$ cat src/scpb_pkg.sv
// shared constants and carrier types for the sleepy child poll buffer
`default_nettype none
package scpb_pkg;
    localparam int CLK_HZ = 25_000_000;
    localparam int POLL_PERIOD_MS = 100;
    localparam int POLL_CYCLES = (CLK_HZ / 1000) * POLL_PERIOD_MS;
    localparam int CHILD_SLOTS = 4;
    localparam int UNI_SLOTS = 4;
    localparam int ADDR_W = 16;
    localparam int DATA_W = 32;
    localparam int CHAN_W = 16;
    localparam int RETRY_W = 24;
    localparam int POLL_TO_W = 32;
    localparam int BUF_TO_W = 32;
    localparam int UP_SLOTS = 2;
    localparam logic [2:0] SLEEP_MODE_PIN = 3'h1;
    localparam logic [2:0] SLEEP_MODE_CYC = 3'h4;
    localparam logic [2:0] SLEEP_MODE_CYC_PIN = 3'h5;
    localparam logic [3:0] CHAN_INDEX_RESET = 4'h0;

    typedef struct packed {
        logic [ADDR_W-1:0] addr;
        logic [DATA_W-1:0] data;
    } scpb_pkt_s;

    typedef enum logic [2:0] {
        ED_SLEEP,
        ED_SCAN,
        ED_IDLE,
        ED_WAIT_ACK,
        ED_RX_DATA
    } scpb_ed_state_e;
endpackage
`default_nettype wire

$ cat src/scpb_slot.sv
// one held packet slot with age timer
`default_nettype none
module scpb_slot (
    // clock and reset
    input wire logic core_clk_i,
    input wire logic sys_rst_i,
    // control
    input wire logic load_i,
    input wire logic drop_i,
    input wire scpb_pkg::scpb_pkt_s pkt_i,
    input wire logic [scpb_pkg::BUF_TO_W-1:0] timeout_i,
    // state
    output logic valid_o,
    output scpb_pkg::scpb_pkt_s pkt_o
);
    logic [scpb_pkg::BUF_TO_W-1:0] age;
    wire expired = valid_o && (age >= timeout_i);

    always_ff @(posedge core_clk_i)
    begin
        if (sys_rst_i)
        begin
            valid_o <= 1'b0;
            age <= '0;
            pkt_o <= '0;
        end
        else if (load_i)
        begin
            valid_o <= 1'b1;
            age <= '0;
            pkt_o <= pkt_i;
        end
        else if (drop_i || expired)
        begin
            valid_o <= 1'b0;
            age <= '0;
        end
        else if (valid_o)
        begin
            age <= age + 1'b1;
        end
    end
endmodule
`default_nettype wire

$ cat src/scpb_top.sv
// parent child table and buffering plus end-device poll and sleep sequencer
//
// Contract
// - child table holds children; joins refused when every entry is used
// - data for a known child is held only if a free slot exists
// - held packet kept until buffer timeout or child poll collects it; code also drops it when its child is removed from the table
// - only one broadcast held for all children
// - child collecting the broadcast gets its received flag set
// - broadcast freed once every child flag is set
// - new broadcast replaces old, clearing all received flags
// - child upstream data held until route exists, then sent
// - child not polling within poll timeout is removed
// - unknown destination type uses the short retransmission timeout
// - known end-device destination uses the extended retransmission timeout
// - end device supports pin sleep and cyclic sleep by mode setting
// - awake end device polls parent every 100 ms
// - receiver stays on after poll until acknowledgment arrives
// - pending ack keeps receiver on; otherwise receiver off till next poll
// - awake indicator low on entering sleep
// - with flow control, CTS high on entering sleep
// - asleep device ignores serial and radio traffic
// - on wake, awake indicator high and CTS low with flow control
// - unjoined device scans every configured channel after waking
// - sleep request high finishes current transfer then sleeps; low wakes
// - mode value 1 selects pin sleep
// - mode values 4 and 5 select cyclic sleep
`default_nettype none
module scpb_top (
    // clock and reset
    input wire logic core_clk_i,
    input wire logic sys_rst_i,
    // parent configuration
    input wire logic [scpb_pkg::BUF_TO_W-1:0] buf_timeout_i,
    input wire logic [scpb_pkg::POLL_TO_W-1:0] poll_timeout_i,
    // child join and poll
    input wire logic join_req_i,
    input wire logic [scpb_pkg::ADDR_W-1:0] join_addr_i,
    output logic join_ok_o,
    input wire logic poll_req_i,
    input wire logic [scpb_pkg::ADDR_W-1:0] poll_addr_i,
    output logic poll_ack_o,
    output logic poll_pending_o,
    output logic poll_data_valid_o,
    output scpb_pkg::scpb_pkt_s poll_data_o,
    output logic [scpb_pkg::CHILD_SLOTS-1:0] child_used_o,
    // downstream data toward children
    input wire logic rx_valid_i,
    input wire logic rx_bcast_i,
    input wire scpb_pkg::scpb_pkt_s rx_pkt_i,
    output logic rx_ready_o,
    // upstream data from children
    input wire logic up_valid_i,
    input wire scpb_pkg::scpb_pkt_s up_pkt_i,
    input wire logic route_ok_i,
    input wire logic dest_is_ed_i,
    input wire logic tx_ready_i,
    output logic up_ready_o,
    output logic tx_valid_o,
    output scpb_pkg::scpb_pkt_s tx_pkt_o,
    input wire logic [scpb_pkg::RETRY_W-1:0] retry_short_i,
    input wire logic [scpb_pkg::RETRY_W-1:0] retry_ext_i,
    output logic [scpb_pkg::RETRY_W-1:0] retry_timeout_o,
    // end-device side
    input wire logic [2:0] sleep_mode_select_i,
    input wire logic flow_ctrl_enable_i,
    input wire logic sleep_request_pin_i,
    input wire logic cyc_wake_i,
    input wire logic cyc_sleep_i,
    input wire logic joined_i,
    input wire logic [scpb_pkg::CHAN_W-1:0] join_channel_list_i,
    input wire logic scan_done_i,
    input wire logic ack_rx_i,
    input wire logic ack_pending_i,
    input wire logic data_done_i,
    input wire logic serial_rx_i,
    input wire logic radio_rx_i,
    output logic poll_send_o,
    output logic rx_enable_o,
    output logic awake_o,
    output logic cts_n_o,
    output logic scan_start_o,
    output logic [3:0] scan_chan_o,
    output logic serial_accept_o,
    output logic radio_accept_o
);
    localparam int N = scpb_pkg::CHILD_SLOTS;
    localparam int U = scpb_pkg::UNI_SLOTS;

    ////////////////////////////////////////////////////////////////////////////
    // child table
    logic [scpb_pkg::ADDR_W-1:0] child_addr [N];
    logic [N-1:0] child_used;
    logic [N-1:0] got_bcast;
    logic [scpb_pkg::POLL_TO_W-1:0] child_age [N];
    logic [N-1:0] free_child;
    logic [N-1:0] poll_hit;
    logic [N-1:0] child_stale;
    logic [N-1:0] join_sel;
    logic [N-1:0] next_child_used;

    assign free_child = ~child_used;
    assign join_sel = free_child & ~(free_child - 1'b1);
    assign join_ok_o = join_req_i && (free_child != '0);
    assign child_used_o = child_used;

    genvar gi;
    generate
        for (gi = 0; gi < N; gi++)
        begin : g_child
            assign poll_hit[gi] = poll_req_i && child_used[gi] && child_addr[gi] == poll_addr_i;
            assign child_stale[gi] = child_used[gi] && child_age[gi] >= poll_timeout_i;
            assign next_child_used[gi] = (child_used[gi] && !child_stale[gi])
                || (join_ok_o && join_sel[gi]);
        end
    endgenerate

    ////////////////////////////////////////////////////////////////////////////
    // broadcast slot
    logic bc_valid;
    scpb_pkg::scpb_pkt_s bc_pkt;
    wire bc_load = rx_valid_i && rx_bcast_i;
    wire [N-1:0] bc_collect = poll_hit & {N{bc_valid}} & ~got_bcast;
    wire [N-1:0] flags_after = got_bcast | bc_collect;
    wire bc_all = bc_valid && child_used != '0 && ((flags_after | ~child_used) == '1);

    ////////////////////////////////////////////////////////////////////////////
    // unicast slots
    logic [U-1:0] u_valid;
    scpb_pkg::scpb_pkt_s u_pkt [U];
    logic [U-1:0] u_load;
    logic [U-1:0] u_drop;
    logic [U-1:0] u_match;
    logic [U-1:0] u_orphan;
    logic [N-1:0] rx_child_hit;
    wire [U-1:0] u_free = ~u_valid;
    wire [U-1:0] u_first_free = u_free & ~(u_free - 1'b1);
    wire rx_for_child = rx_child_hit != '0;
    wire uni_rx = rx_valid_i && !rx_bcast_i && rx_for_child;
    wire [U-1:0] u_first_match = u_match & ~(u_match - 1'b1);

    generate
        for (gi = 0; gi < N; gi++)
        begin : g_rxhit
            assign rx_child_hit[gi] = child_used[gi] && child_addr[gi] == rx_pkt_i.addr;
        end
        for (gi = 0; gi < U; gi++)
        begin : g_uni
            logic owned;
            always_comb
            begin
                owned = 1'b0;
                for (int k = 0; k < N; k++)
                begin
                    if (next_child_used[k] && !(join_ok_o && join_sel[k])
                        && child_addr[k] == u_pkt[gi].addr)
                    begin
                        owned = 1'b1;
                    end
                end
            end
            assign u_match[gi] = u_valid[gi] && poll_req_i && u_pkt[gi].addr == poll_addr_i;
            assign u_orphan[gi] = u_valid[gi] && !owned;
            assign u_load[gi] = uni_rx && u_first_free[gi];
            assign u_drop[gi] = u_first_match[gi] || u_orphan[gi];
            scpb_slot u_slot (
                .core_clk_i(core_clk_i),
                .sys_rst_i(sys_rst_i),
                .load_i(u_load[gi]),
                .drop_i(u_drop[gi]),
                .pkt_i(rx_pkt_i),
                .timeout_i(buf_timeout_i),
                .valid_o(u_valid[gi]),
                .pkt_o(u_pkt[gi])
            );
        end
    endgenerate

    // unicast refused when no slot free; broadcast always taken (replaces old)
    assign rx_ready_o = rx_bcast_i || (u_free != '0 && rx_for_child);

    ////////////////////////////////////////////////////////////////////////////
    // poll answer
    scpb_pkg::scpb_pkt_s next_poll_data;
    logic next_poll_valid;
    wire any_poll = poll_hit != '0;
    always_comb
    begin
        next_poll_data = '0;
        next_poll_valid = 1'b0;
        for (int k = 0; k < U; k++)
        begin
            if (u_first_match[k])
            begin
                next_poll_data = u_pkt[k];
                next_poll_valid = 1'b1;
            end
        end
        if (!next_poll_valid && bc_collect != '0)
        begin
            next_poll_data = bc_pkt;
            next_poll_valid = 1'b1;
        end
    end

    always_ff @(posedge core_clk_i)
    begin
        if (sys_rst_i)
        begin
            child_used <= '0;
            got_bcast <= '0;
            bc_valid <= 1'b0;
            bc_pkt <= '0;
            poll_ack_o <= 1'b0;
            poll_pending_o <= 1'b0;
            poll_data_valid_o <= 1'b0;
            poll_data_o <= '0;
            for (int k = 0; k < N; k++)
            begin
                child_addr[k] <= '0;
                child_age[k] <= '0;
            end
        end
        else
        begin
            child_used <= next_child_used;
            poll_ack_o <= any_poll;
            poll_pending_o <= any_poll && next_poll_valid;
            poll_data_valid_o <= any_poll && next_poll_valid;
            poll_data_o <= next_poll_data;
            for (int k = 0; k < N; k++)
            begin
                if (join_ok_o && join_sel[k])
                begin
                    child_addr[k] <= join_addr_i;
                    child_age[k] <= '0;
                end
                else if (poll_hit[k] || !child_used[k])
                begin
                    child_age[k] <= '0;
                end
                else
                begin
                    child_age[k] <= child_age[k] + 1'b1;
                end
            end
            if (bc_load)
            begin
                bc_valid <= 1'b1;
                bc_pkt <= rx_pkt_i;
                got_bcast <= '0;
            end
            else if (bc_all)
            begin
                bc_valid <= 1'b0;
                got_bcast <= '0;
            end
            else
            begin
                got_bcast <= flags_after & next_child_used;
            end
        end
    end

    ////////////////////////////////////////////////////////////////////////////
    // upstream hold and retransmission timeout
    logic up_full;
    scpb_pkg::scpb_pkt_s up_pkt;
    assign up_ready_o = !up_full;
    assign tx_valid_o = up_full && route_ok_i;
    assign tx_pkt_o = up_pkt;
    assign retry_timeout_o = dest_is_ed_i ? retry_ext_i : retry_short_i;

    always_ff @(posedge core_clk_i)
    begin
        if (sys_rst_i)
        begin
            up_full <= 1'b0;
            up_pkt <= '0;
        end
        else if (up_valid_i && !up_full)
        begin
            up_full <= 1'b1;
            up_pkt <= up_pkt_i;
        end
        else if (tx_valid_o && tx_ready_i)
        begin
            up_full <= 1'b0;
        end
    end

    ////////////////////////////////////////////////////////////////////////////
    // end-device sleep and poll sequencer
    scpb_pkg::scpb_ed_state_e ed_state, next_ed_state;
    logic [$clog2(scpb_pkg::POLL_CYCLES)-1:0] poll_cnt;
    logic sleep_req_q;
    logic [3:0] scan_idx;

    wire mode_pin = sleep_mode_select_i == scpb_pkg::SLEEP_MODE_PIN;
    wire mode_cyc = sleep_mode_select_i == scpb_pkg::SLEEP_MODE_CYC
        || sleep_mode_select_i == scpb_pkg::SLEEP_MODE_CYC_PIN;
    wire pin_fall = sleep_req_q && !sleep_request_pin_i;
    wire want_sleep = (mode_pin && sleep_request_pin_i) || (mode_cyc && cyc_sleep_i);
    wire want_wake = (mode_pin && !sleep_request_pin_i) || (mode_cyc && cyc_wake_i)
        || (sleep_mode_select_i == scpb_pkg::SLEEP_MODE_CYC_PIN && pin_fall);
    wire is_awake = ed_state != scpb_pkg::ED_SLEEP;
    wire poll_tick = poll_cnt == '0;

    always_comb
    begin
        next_ed_state = ed_state;
        case (ed_state)
            scpb_pkg::ED_SLEEP:
                if (want_wake)
                    next_ed_state = joined_i ? scpb_pkg::ED_IDLE : scpb_pkg::ED_SCAN;
            scpb_pkg::ED_SCAN:
                if (scan_done_i)
                    next_ed_state = want_sleep ? scpb_pkg::ED_SLEEP : scpb_pkg::ED_IDLE;
            scpb_pkg::ED_IDLE:
                if (want_sleep)
                    next_ed_state = scpb_pkg::ED_SLEEP;
                else if (poll_tick)
                    next_ed_state = scpb_pkg::ED_WAIT_ACK;
            scpb_pkg::ED_WAIT_ACK:
                if (ack_rx_i)
                    next_ed_state = ack_pending_i ? scpb_pkg::ED_RX_DATA
                        : scpb_pkg::ED_IDLE;
            scpb_pkg::ED_RX_DATA:
                if (data_done_i)
                    next_ed_state = scpb_pkg::ED_IDLE;
            default:
                next_ed_state = scpb_pkg::ED_SLEEP;
        endcase
    end

    assign rx_enable_o = ed_state == scpb_pkg::ED_WAIT_ACK
        || ed_state == scpb_pkg::ED_RX_DATA;
    assign serial_accept_o = is_awake && serial_rx_i;
    assign radio_accept_o = is_awake && radio_rx_i;

    always_ff @(posedge core_clk_i)
    begin
        if (sys_rst_i)
        begin
            ed_state <= scpb_pkg::ED_SLEEP;
            poll_cnt <= '0;
            sleep_req_q <= 1'b0;
            awake_o <= 1'b0;
            cts_n_o <= 1'b1;
            poll_send_o <= 1'b0;
            scan_start_o <= 1'b0;
            scan_idx <= scpb_pkg::CHAN_INDEX_RESET;
            scan_chan_o <= scpb_pkg::CHAN_INDEX_RESET;
        end
        else
        begin
            ed_state <= next_ed_state;
            sleep_req_q <= sleep_request_pin_i;
            awake_o <= next_ed_state != scpb_pkg::ED_SLEEP;
            cts_n_o <= !(next_ed_state != scpb_pkg::ED_SLEEP
                && flow_ctrl_enable_i);
            poll_send_o <= ed_state == scpb_pkg::ED_IDLE
                && next_ed_state == scpb_pkg::ED_WAIT_ACK;
            if (ed_state != scpb_pkg::ED_IDLE || poll_tick)
                poll_cnt <= 22'(scpb_pkg::POLL_CYCLES - 1);
            else
                poll_cnt <= poll_cnt - 1'b1;
            scan_start_o <= 1'b0;
            if (ed_state == scpb_pkg::ED_SCAN && !scan_done_i)
            begin
                // walk every channel enabled in the list
                scan_idx <= scan_idx + 1'b1;
                if (join_channel_list_i[scan_idx])
                begin
                    scan_chan_o <= scan_idx;
                    scan_start_o <= 1'b1;
                end
            end
            else
            begin
                scan_idx <= scpb_pkg::CHAN_INDEX_RESET;
            end
        end
    end
endmodule
`default_nettype wire

$ cat config.mk
export PLATFORM = sky130hd
export DESIGN_NAME = scpb_top
export DESIGN_NICKNAME = d
export VERILOG_FILES = /design/src/scpb_pkg.sv /design/src/scpb_slot.sv /design/src/scpb_top.sv
export SDC_FILE = /design/constraint.sdc
export NUM_CORES = 2
export LEC_CHECK = 0
export BUFFER_PORTS_ARGS = -buffer_cell sky130_fd_sc_hd__buf_2
export CAP_MARGIN = 20
export CORE_AREA = 2 2 281 283
export CTS_CLUSTER_DIAMETER = 50
export DETAILED_ROUTE_END_ITERATION = 8
export DIE_AREA = 0 0 283 285
export GPL_TIMING_DRIVEN = 0
export PLACE_DENSITY = 0.81
export SLEW_MARGIN = 10
export SYNTH_ARGS = -nofsm -noshare
export SYNTH_HDL_FRONTEND = slang
export SYNTH_HIERARCHICAL = 1
export SYNTH_SLANG_ARGS = --single-unit
$ cat constraint.sdc
create_clock -name core_clk_i -period 9.17 [get_ports core_clk_i]
set_input_delay 0.4585 -clock core_clk_i [delete_from_list [all_inputs] [get_ports core_clk_i]]
set_output_delay 0.4585 -clock core_clk_i [all_outputs]
set_load 0.01 [all_outputs]
Word-level counts from Yosys, hierarchy flattened
Memory sizes are Yosys's and may differ from the RTL's. Index checks and enable logic that the tools add are counted. W data, S select, Z words.

Flip-flop bits (word level): 518. Input port bits: 280. Memory bits (writable): 192. Memories kept: 2.

Memory list: child_age (depth 4, bits a word 32, read ports 4, clocked after Yosys merged registers in 0, write ports 4, line scpb_top.sv:94) `logic [scpb_pkg::POLL_TO_W-1:0] child_age [N];`; child_addr (depth 4, bits a word 16, read ports 4, clocked after Yosys merged registers in 0, write ports 4, line scpb_top.sv:91) `logic [scpb_pkg::ADDR_W-1:0] child_addr [N];`.

$add $sub $neg: 13. Equal/unequal tests: 38. Muxes and demuxes: 115. Reduce and logical (&&, ||, !) cells: 156. Magnitude comparators: 9. Bitwise gates (word level): 31.

Operator list (number): $eq A16 B16 Y1 (28); $mux W32 (12); $add A32 B1 Y32 const B (8); $ge A32 B32 Y1 (8); $mux W48 (5); $logic_and A1 B1 Y1 (87); $mux W1 (81); $mux W16 (4); $and A4 B4 Y4 (6); $mux W24 (1); $not A4 Y4 (6); $reduce_bool A4 Y1 (6); $logic_or A1 B1 Y1 (23); $logic_not A1 Y1 (22); $logic_not A22 Y1 (1); $mux W22 (1); $sub A22 B1 Y22 const B (1); $mux W3 (7); $or A1 B1 Y1 (16); $pmux W3 S5 (1); $reduce_or A3 Y1 (5); $reduce_bool A2 Y1 (6); $sub A4 B1 Y4 const B (3); $eq A3 B2 Y1 const B (3); 14 further kinds (21).

Logic depth before layout (Yosys ltp)
Word-level depth: 18. Depth in mapped cells: 14. Gate-level depth less buffers: 13.

Modules after synthesis
Netlist, hierarchy kept.

By module, submodules not included: scpb_top (cells each 2997, sequential area each 9649.3 um2, area each 25996.2 um2, times used 1); scpb_slot (cells each 449, sequential area each 1621.6 um2, area each 4066.4 um2, times used 4).

Least setup slack after synthesis
Ideal clock, no wire load.

Path type: input port to flip-flop. Start: in poll_addr_i[9] in the netlist's numbering. End: reg g_uni[2].u_slot/age[2] in the netlist's numbering. Data required time: 9.093 ns. Setup time: 0.077 ns. Buffers on the path: 5. Arrival: 3.179 ns. Stages on the path: 14. Setup slack: 5.914 ns. Cell sequence: buf_2 xor2_1 nor4_1 nand4_1 nor3_1 clkbuf_1 clkbuf_1 clkbuf_1 nor2_1 nand2_1 nand2_1 or3_1 clkbuf_1 a31oi_1.

Longest elaborated chain between the ends: 8. Elaborated cells on any way between the ends: 12. Classes of those cells: add/sub: 1; eq/ne: 3; bitwise: 2; reduce/logical: 6.

RTL lines: start, declared (line scpb_top.sv:40) `input wire logic [scpb_pkg::ADDR_W-1:0] poll_addr_i,`; $eq A16 B16 Y1 (line scpb_top.sv:161) `assign u_match[gi] = u_valid[gi] && poll_req_i && u_pkt[gi].addr == poll_addr_i;`; $logic_and A1 B1 Y1 (line scpb_top.sv:161); $sub A4 B1 Y4 (line scpb_top.sv:139) `wire [U-1:0] u_first_match = u_match & ~(u_match - 1'b1);`; $not A4 Y4 (line scpb_top.sv:139); $and A4 B4 Y4 * (line scpb_top.sv:139); $logic_or A1 B1 Y1 * (line scpb_top.sv:164) `assign u_drop[gi] = u_first_match[gi] || u_orphan[gi];`; net u_drop[2] (line scpb_top.sv:131) `logic [U-1:0] u_drop;`; $logic_or A1 B1 Y1 * (line scpb_slot.sv:33) `else if (drop_i || expired)`; $reduce_or A3 Y1 (no source line) *; end signal, assigned (line scpb_slot.sv:40) `age <= age + 1'b1;`; end, declared (line scpb_slot.sv:16) `logic [scpb_pkg::BUF_TO_W-1:0] age;`.

The timed path passes the listed nets; every way through them passes the cells marked *. A chain may end at the register's enable or synchronous reset.

Final worst setup path
Start: reg g_uni[0].u_slot/pkt_o[34] in the netlist's numbering. End: reg g_uni[2].u_slot/age[20] in the netlist's numbering.

Longest elaborated chain between the ends: 8.

RTL lines: start, declared (line scpb_slot.sv:14) `output scpb_pkg::scpb_pkt_s pkt_o`; start signal, assigned (line scpb_slot.sv:31) `pkt_o <= pkt_i;`; $eq A16 B16 Y1 (line scpb_top.sv:161); $logic_and A1 B1 Y1 (line scpb_top.sv:161); $sub A4 B1 Y4 (line scpb_top.sv:139); $not A4 Y4 (line scpb_top.sv:139); $and A4 B4 Y4 (line scpb_top.sv:139); $logic_or A1 B1 Y1 (line scpb_top.sv:164); net u_drop[2] (line scpb_top.sv:131); $logic_or A1 B1 Y1 (line scpb_slot.sv:33); $reduce_or A3 Y1 (no source line).

The timed path passes the listed nets, and every way through them passes these cells.

==> results.json <==
{
  "final_common_cell": "sky130_fd_sc_hd__dfxtp_1",
  "timing.setup.critical_path_class": "flop to flop",
  "pin_count_of_the_biggest_net_entering_global_routing": 17,
  "row_count": 103,
  "max_slew.worst_pin.slew_ps": 1160,
  "synth_enable_flop_cells": 192,
  "boundary_pin_count": 422,
  "period_share": 0.582,
  "first_pass_iters": 6,
  "synth_async_sr_flop_share": 0,
  "critical-path-top-delay-family": "buffers and inverters",
  "design.die.area_mm2": 0.0807,
  "power-per-cell-area_mw_per_mm2": 154,
  "yosys_register_bits": 710,
  "critPathLaunch": "g_uni[0].u_slot/pkt_o[34]$_SDFFE_PP0P_",
  "synth.avg_cell_area_um2": 8.82,
  "total_half_perimeter_wirelength_after_legalization_and_detailed_placement_um": 106000,
  "yosys_most_used_dff": "sky130_fd_sc_hd__dfxtp_1",
  "cts_inserted_buffers": 87,
  "critical_path.most_common_cell": "sky130_fd_sc_hd__clkbuf_1",
  "remaining_design_rule_violation_count": 0,
  "max_clock_freq_mhz": 187,
  "slew_limit_headroom": 0.218,
  "floorplan.die.width_um": 283,
  "fin_worst_skew_ps": 52.9,
  "cp_num_cells": 14,
  "worstPathRequired_ps": 9740,
  "crit_path_max_incr_delay_ps": 660,
  "layout_common_cells": "sky130_fd_sc_hd__dfxtp_1, sky130_fd_sc_hd__nand2_1, sky130_fd_sc_hd__nor2_1, sky130_fd_sc_hd__buf_2, sky130_fd_sc_hd__xor2_1",
  "final_net_count": 5983,
  "critPathCaptureType": "flop",
  "crit_fanout": 10,
  "clock_latency_ps": 690,
  "layout.cell_area.non_filler_mm2": 0.0493,
  "critPathLaunchType": "flop",
  "seq_area_frac_synth": 0.382,
  "netlist_instances": 4793,
  "grt.overflow.total": 0,
  "ctsRootBufferMaster": "sky130_fd_sc_hd__clkbuf_16",
  "critical_path.slowest_cell": "sky130_fd_sc_hd__clkbuf_1",
  "starting_density_of_the_core": 0.542,
  "timing.critical_path.arrival_ps": 5910,
  "die_height_um": 285,
  "drt_iter0_drc": 3427,
  "cts-htree-levels": 3,
  "fin_hold_ws_ps": 18.5,
  "ordered_cell_list_for_the_critical_path": "clkbuf_1 -> xor2_1 -> nor4_1 -> nand4_1 -> nor3_1 -> clkbuf_1 -> clkbuf_1 -> clkbuf_1 -> nor2_1 -> nand2_1 -> nand2_1 -> or3_1 -> clkbuf_1 -> nor3_2",
  "reg2regPathDepth": 14,
  "first_global_vias": 36900,
  "cts_sinks": 710,
  "clock_input_transition_at_the_sequential_cells_of_the_worst_setup_and_hold_paths_ps": 60,
  "leakagePower_nw": 20.0,
  "routed_wire_length_per_instance_um": 21.5,
  "timing.final.hold_violations": 0,
  "layout_cells_sized_above_1": 0.125,
  "r2r_end": "g_uni[2].u_slot/age[20]$_SDFFE_PP0P_",
  "detail-route-antenna-nets": 0,
  "critical_path_sink": "g_uni[2].u_slot/age[20]$_SDFFE_PP0P_",
  "vdd.ir_drop.worst_v": 0.000173,
  "grt_pass1_wl_um": 214000,
  "routed_wl_um": 142000,
  "crit_buf_inv": 5,
  "setup_viol": 0,
  "setup_repair_after_global_routing_missed_its_margin": "no",
  "viasPerCell": 5.77,
  "area_growth_pct": 16.7,
  "antenna_found_initial": 19,
  "route.vias.total": 37900,
  "report.final.slew_viol_count": 0,
  "gp_congestion": 1.03,
  "outcome": "complete, no violations",
  "overall_global_routing_usage": 0.341,
  "yosysWarningCount": 6,
  "cts_buffer_depth": 3,
  "placed_cell_area_mm2": 0.0461,
  "mappedNetlistArea_mm2": 0.0423,
  "fin_crit_ps": 5340,
  "tritoncts": "yes",
  "io_buffer_count": 403,
  "critical_path.reg2reg.startpoint": "g_uni[0].u_slot/pkt_o[34]$_SDFFE_PP0P_",
  "placeableCoreArea_mm2": 0.0780,
  "ys_types": 67,
  "cts_post_setup_buffers_inserted": 0,
  "timing.hold.worst.class": "input pin to flop",
  "cap_viol_max_count": 0,
  "worst-r2r-setup-slack_ps": 3830,
  "fin_tns_setup_ps": 0
}
how the worst min path moves through the flow:
stage | start | to | slack (ps) | depth (start not counted)
finish | up_pkt_i[31] | tx_pkt_o[31]$_SDFFE_PP0P_ | 20 | 3
global route | up_pkt_i[33] | tx_pkt_o[33]$_SDFFE_PP0P_ | 20 | 3
CTS | up_pkt_i[33] | tx_pkt_o[33]$_SDFFE_PP0P_ | 0.6 | 3
detailed placement | bc_pkt[21]$_SDFFE_PP0P_ | poll_data_o[21]$_SDFF_PP0_ | 440 | 2
global placement | tx_pkt_o[14]$_SDFFE_PP0P_ | tx_pkt_o[14]$_SDFFE_PP0P_ | 440 | 2
floorplan | bc_pkt[16]$_SDFFE_PP0P_ | poll_data_o[16]$_SDFF_PP0_ | 430 | 2
repair_timing:
action,4_1_cts,5_1_grt
hold buffers,21,0
resized for setup,0,0
hold endpoints to repair,21,0
kinds of logic (layout without fill, tap and decap cells):
group                      Yosys count  after routing  synth area share
and+or+nand+nor                   1796           1796             0.211
DFF                                710            710             0.382
xor gates and xnor gates           695            695             0.144
buffers and inverters              566           1155            0.0528
AOI/OAI and AO/OA                  533            533            0.0760
adders and majority gates          267            267            0.0790
muxes                              225            225            0.0552
other                                1            140         0.0000887
worst min-delay path, cell delays in order:
cell                      delay (ps)
sky130_fd_sc_hd__buf_2            90
sky130_fd_sc_hd__nand2_1          50
sky130_fd_sc_hd__a21oi_1          50
synthesized netlist by cell type, types with 11 or more instances:
library cell,n,area [µm²]
sky130_fd_sc_hd__a21oi_1,320,1600
sky130_fd_sc_hd__a221oi_1,46,403
sky130_fd_sc_hd__and2_1,85,532
sky130_fd_sc_hd__and3_1,45,282
sky130_fd_sc_hd__and4_1,25,219
sky130_fd_sc_hd__buf_1,35,131
sky130_fd_sc_hd__buf_2,26,130
sky130_fd_sc_hd__clkbuf_1,279,1050
sky130_fd_sc_hd__dfxtp_1,518,10400
sky130_fd_sc_hd__edfxtp_1,192,5770
sky130_fd_sc_hd__ha_1,267,3340
sky130_fd_sc_hd__inv_1,211,792
sky130_fd_sc_hd__mux2_2,25,282
sky130_fd_sc_hd__mux2i_1,196,1960
sky130_fd_sc_hd__nand2_1,464,1740
sky130_fd_sc_hd__nand2b_1,37,231
sky130_fd_sc_hd__nand3_1,166,831
sky130_fd_sc_hd__nand3b_1,11,82.6
sky130_fd_sc_hd__nand4_1,154,963
sky130_fd_sc_hd__nor2_1,439,1650
sky130_fd_sc_hd__nor2b_1,18,113
sky130_fd_sc_hd__nor3_1,129,646
sky130_fd_sc_hd__nor3_2,36,360
sky130_fd_sc_hd__nor4_1,118,738
sky130_fd_sc_hd__o21a_1,20,150
sky130_fd_sc_hd__o21ai_0,45,225
sky130_fd_sc_hd__or3_1,24,150
sky130_fd_sc_hd__or4_1,18,135
sky130_fd_sc_hd__xnor2_1,314,2750
sky130_fd_sc_hd__xor2_1,381,3340
sequential cells by signal (all words and copies together) (netlist names), 3 cells and up:
register,count
scan_chan_o,4
poll_data_o,48
child_addr,64
child_age,128
scan_idx,4
child_used_o,4
g_uni.u_slot/pkt_o,192
g_uni.u_slot/age,128
bc_pkt,48
g_uni.u_slot/valid_o,4
ed_state,3
poll_cnt,22
tx_pkt_o,48
got_bcast,4
layout make-up:
| cell class | count | area (µm²) |
|---|---|---|
| sequential | 710 | 16100 |
| fill | 6484 | 28600 |
| antenna | 12 | 30.0 |
| clock buffer | 110 | 2400 |
| inverter | 211 | 792 |
| timing repair buffer | 427 | 2250 |
| multi-input combinational | 3644 | 24400 |
| buffer | 355 | 1440 |
| clock inverter | 52 | 594 |
| tap | 1050 | 1310 |
report_power, final:
part / internal, mW / leakage, nW / switching, mW
Clock: 2.02 / 1.47 / 1.49
Sequential: 3.29 / 6.18 / 0.0511
Combinational: 0.273 / 12.3 / 0.484
routing by layer:
| layer | global-route usage | up-vias | wire length [µm] |
|---|---|---|---|
| met5 | 0 | - | 152 |
| met4 | 0.193 | 20 | 8510 |
| met3 | 0.0734 | 467 | 13300 |
| met2 | 0.548 | 1763 | 63700 |
| met1 | 0.424 | 18000 | 55900 |
| li1 | - | 17700 | - |
through the flow:
step | util | power, mW | worst slack, ps | std cells
6_report | 0.633 | 7.61 | 3830 | 6571
5_1_grt | 0.632 | 7.83 | 3760 | 6559
4_1_cts | 0.632 | 7.62 | 4110 | 6558
3_5_place_dp | 0.591 | 4.13 | 4180 | 6375
3_3_place_gp | 0.591 | 4.11 | 4060 | 6373
2_1_floorplan | - | 3.83 | 5910 | 4920
No activity file was read; power rests on OpenSTA's default activity.
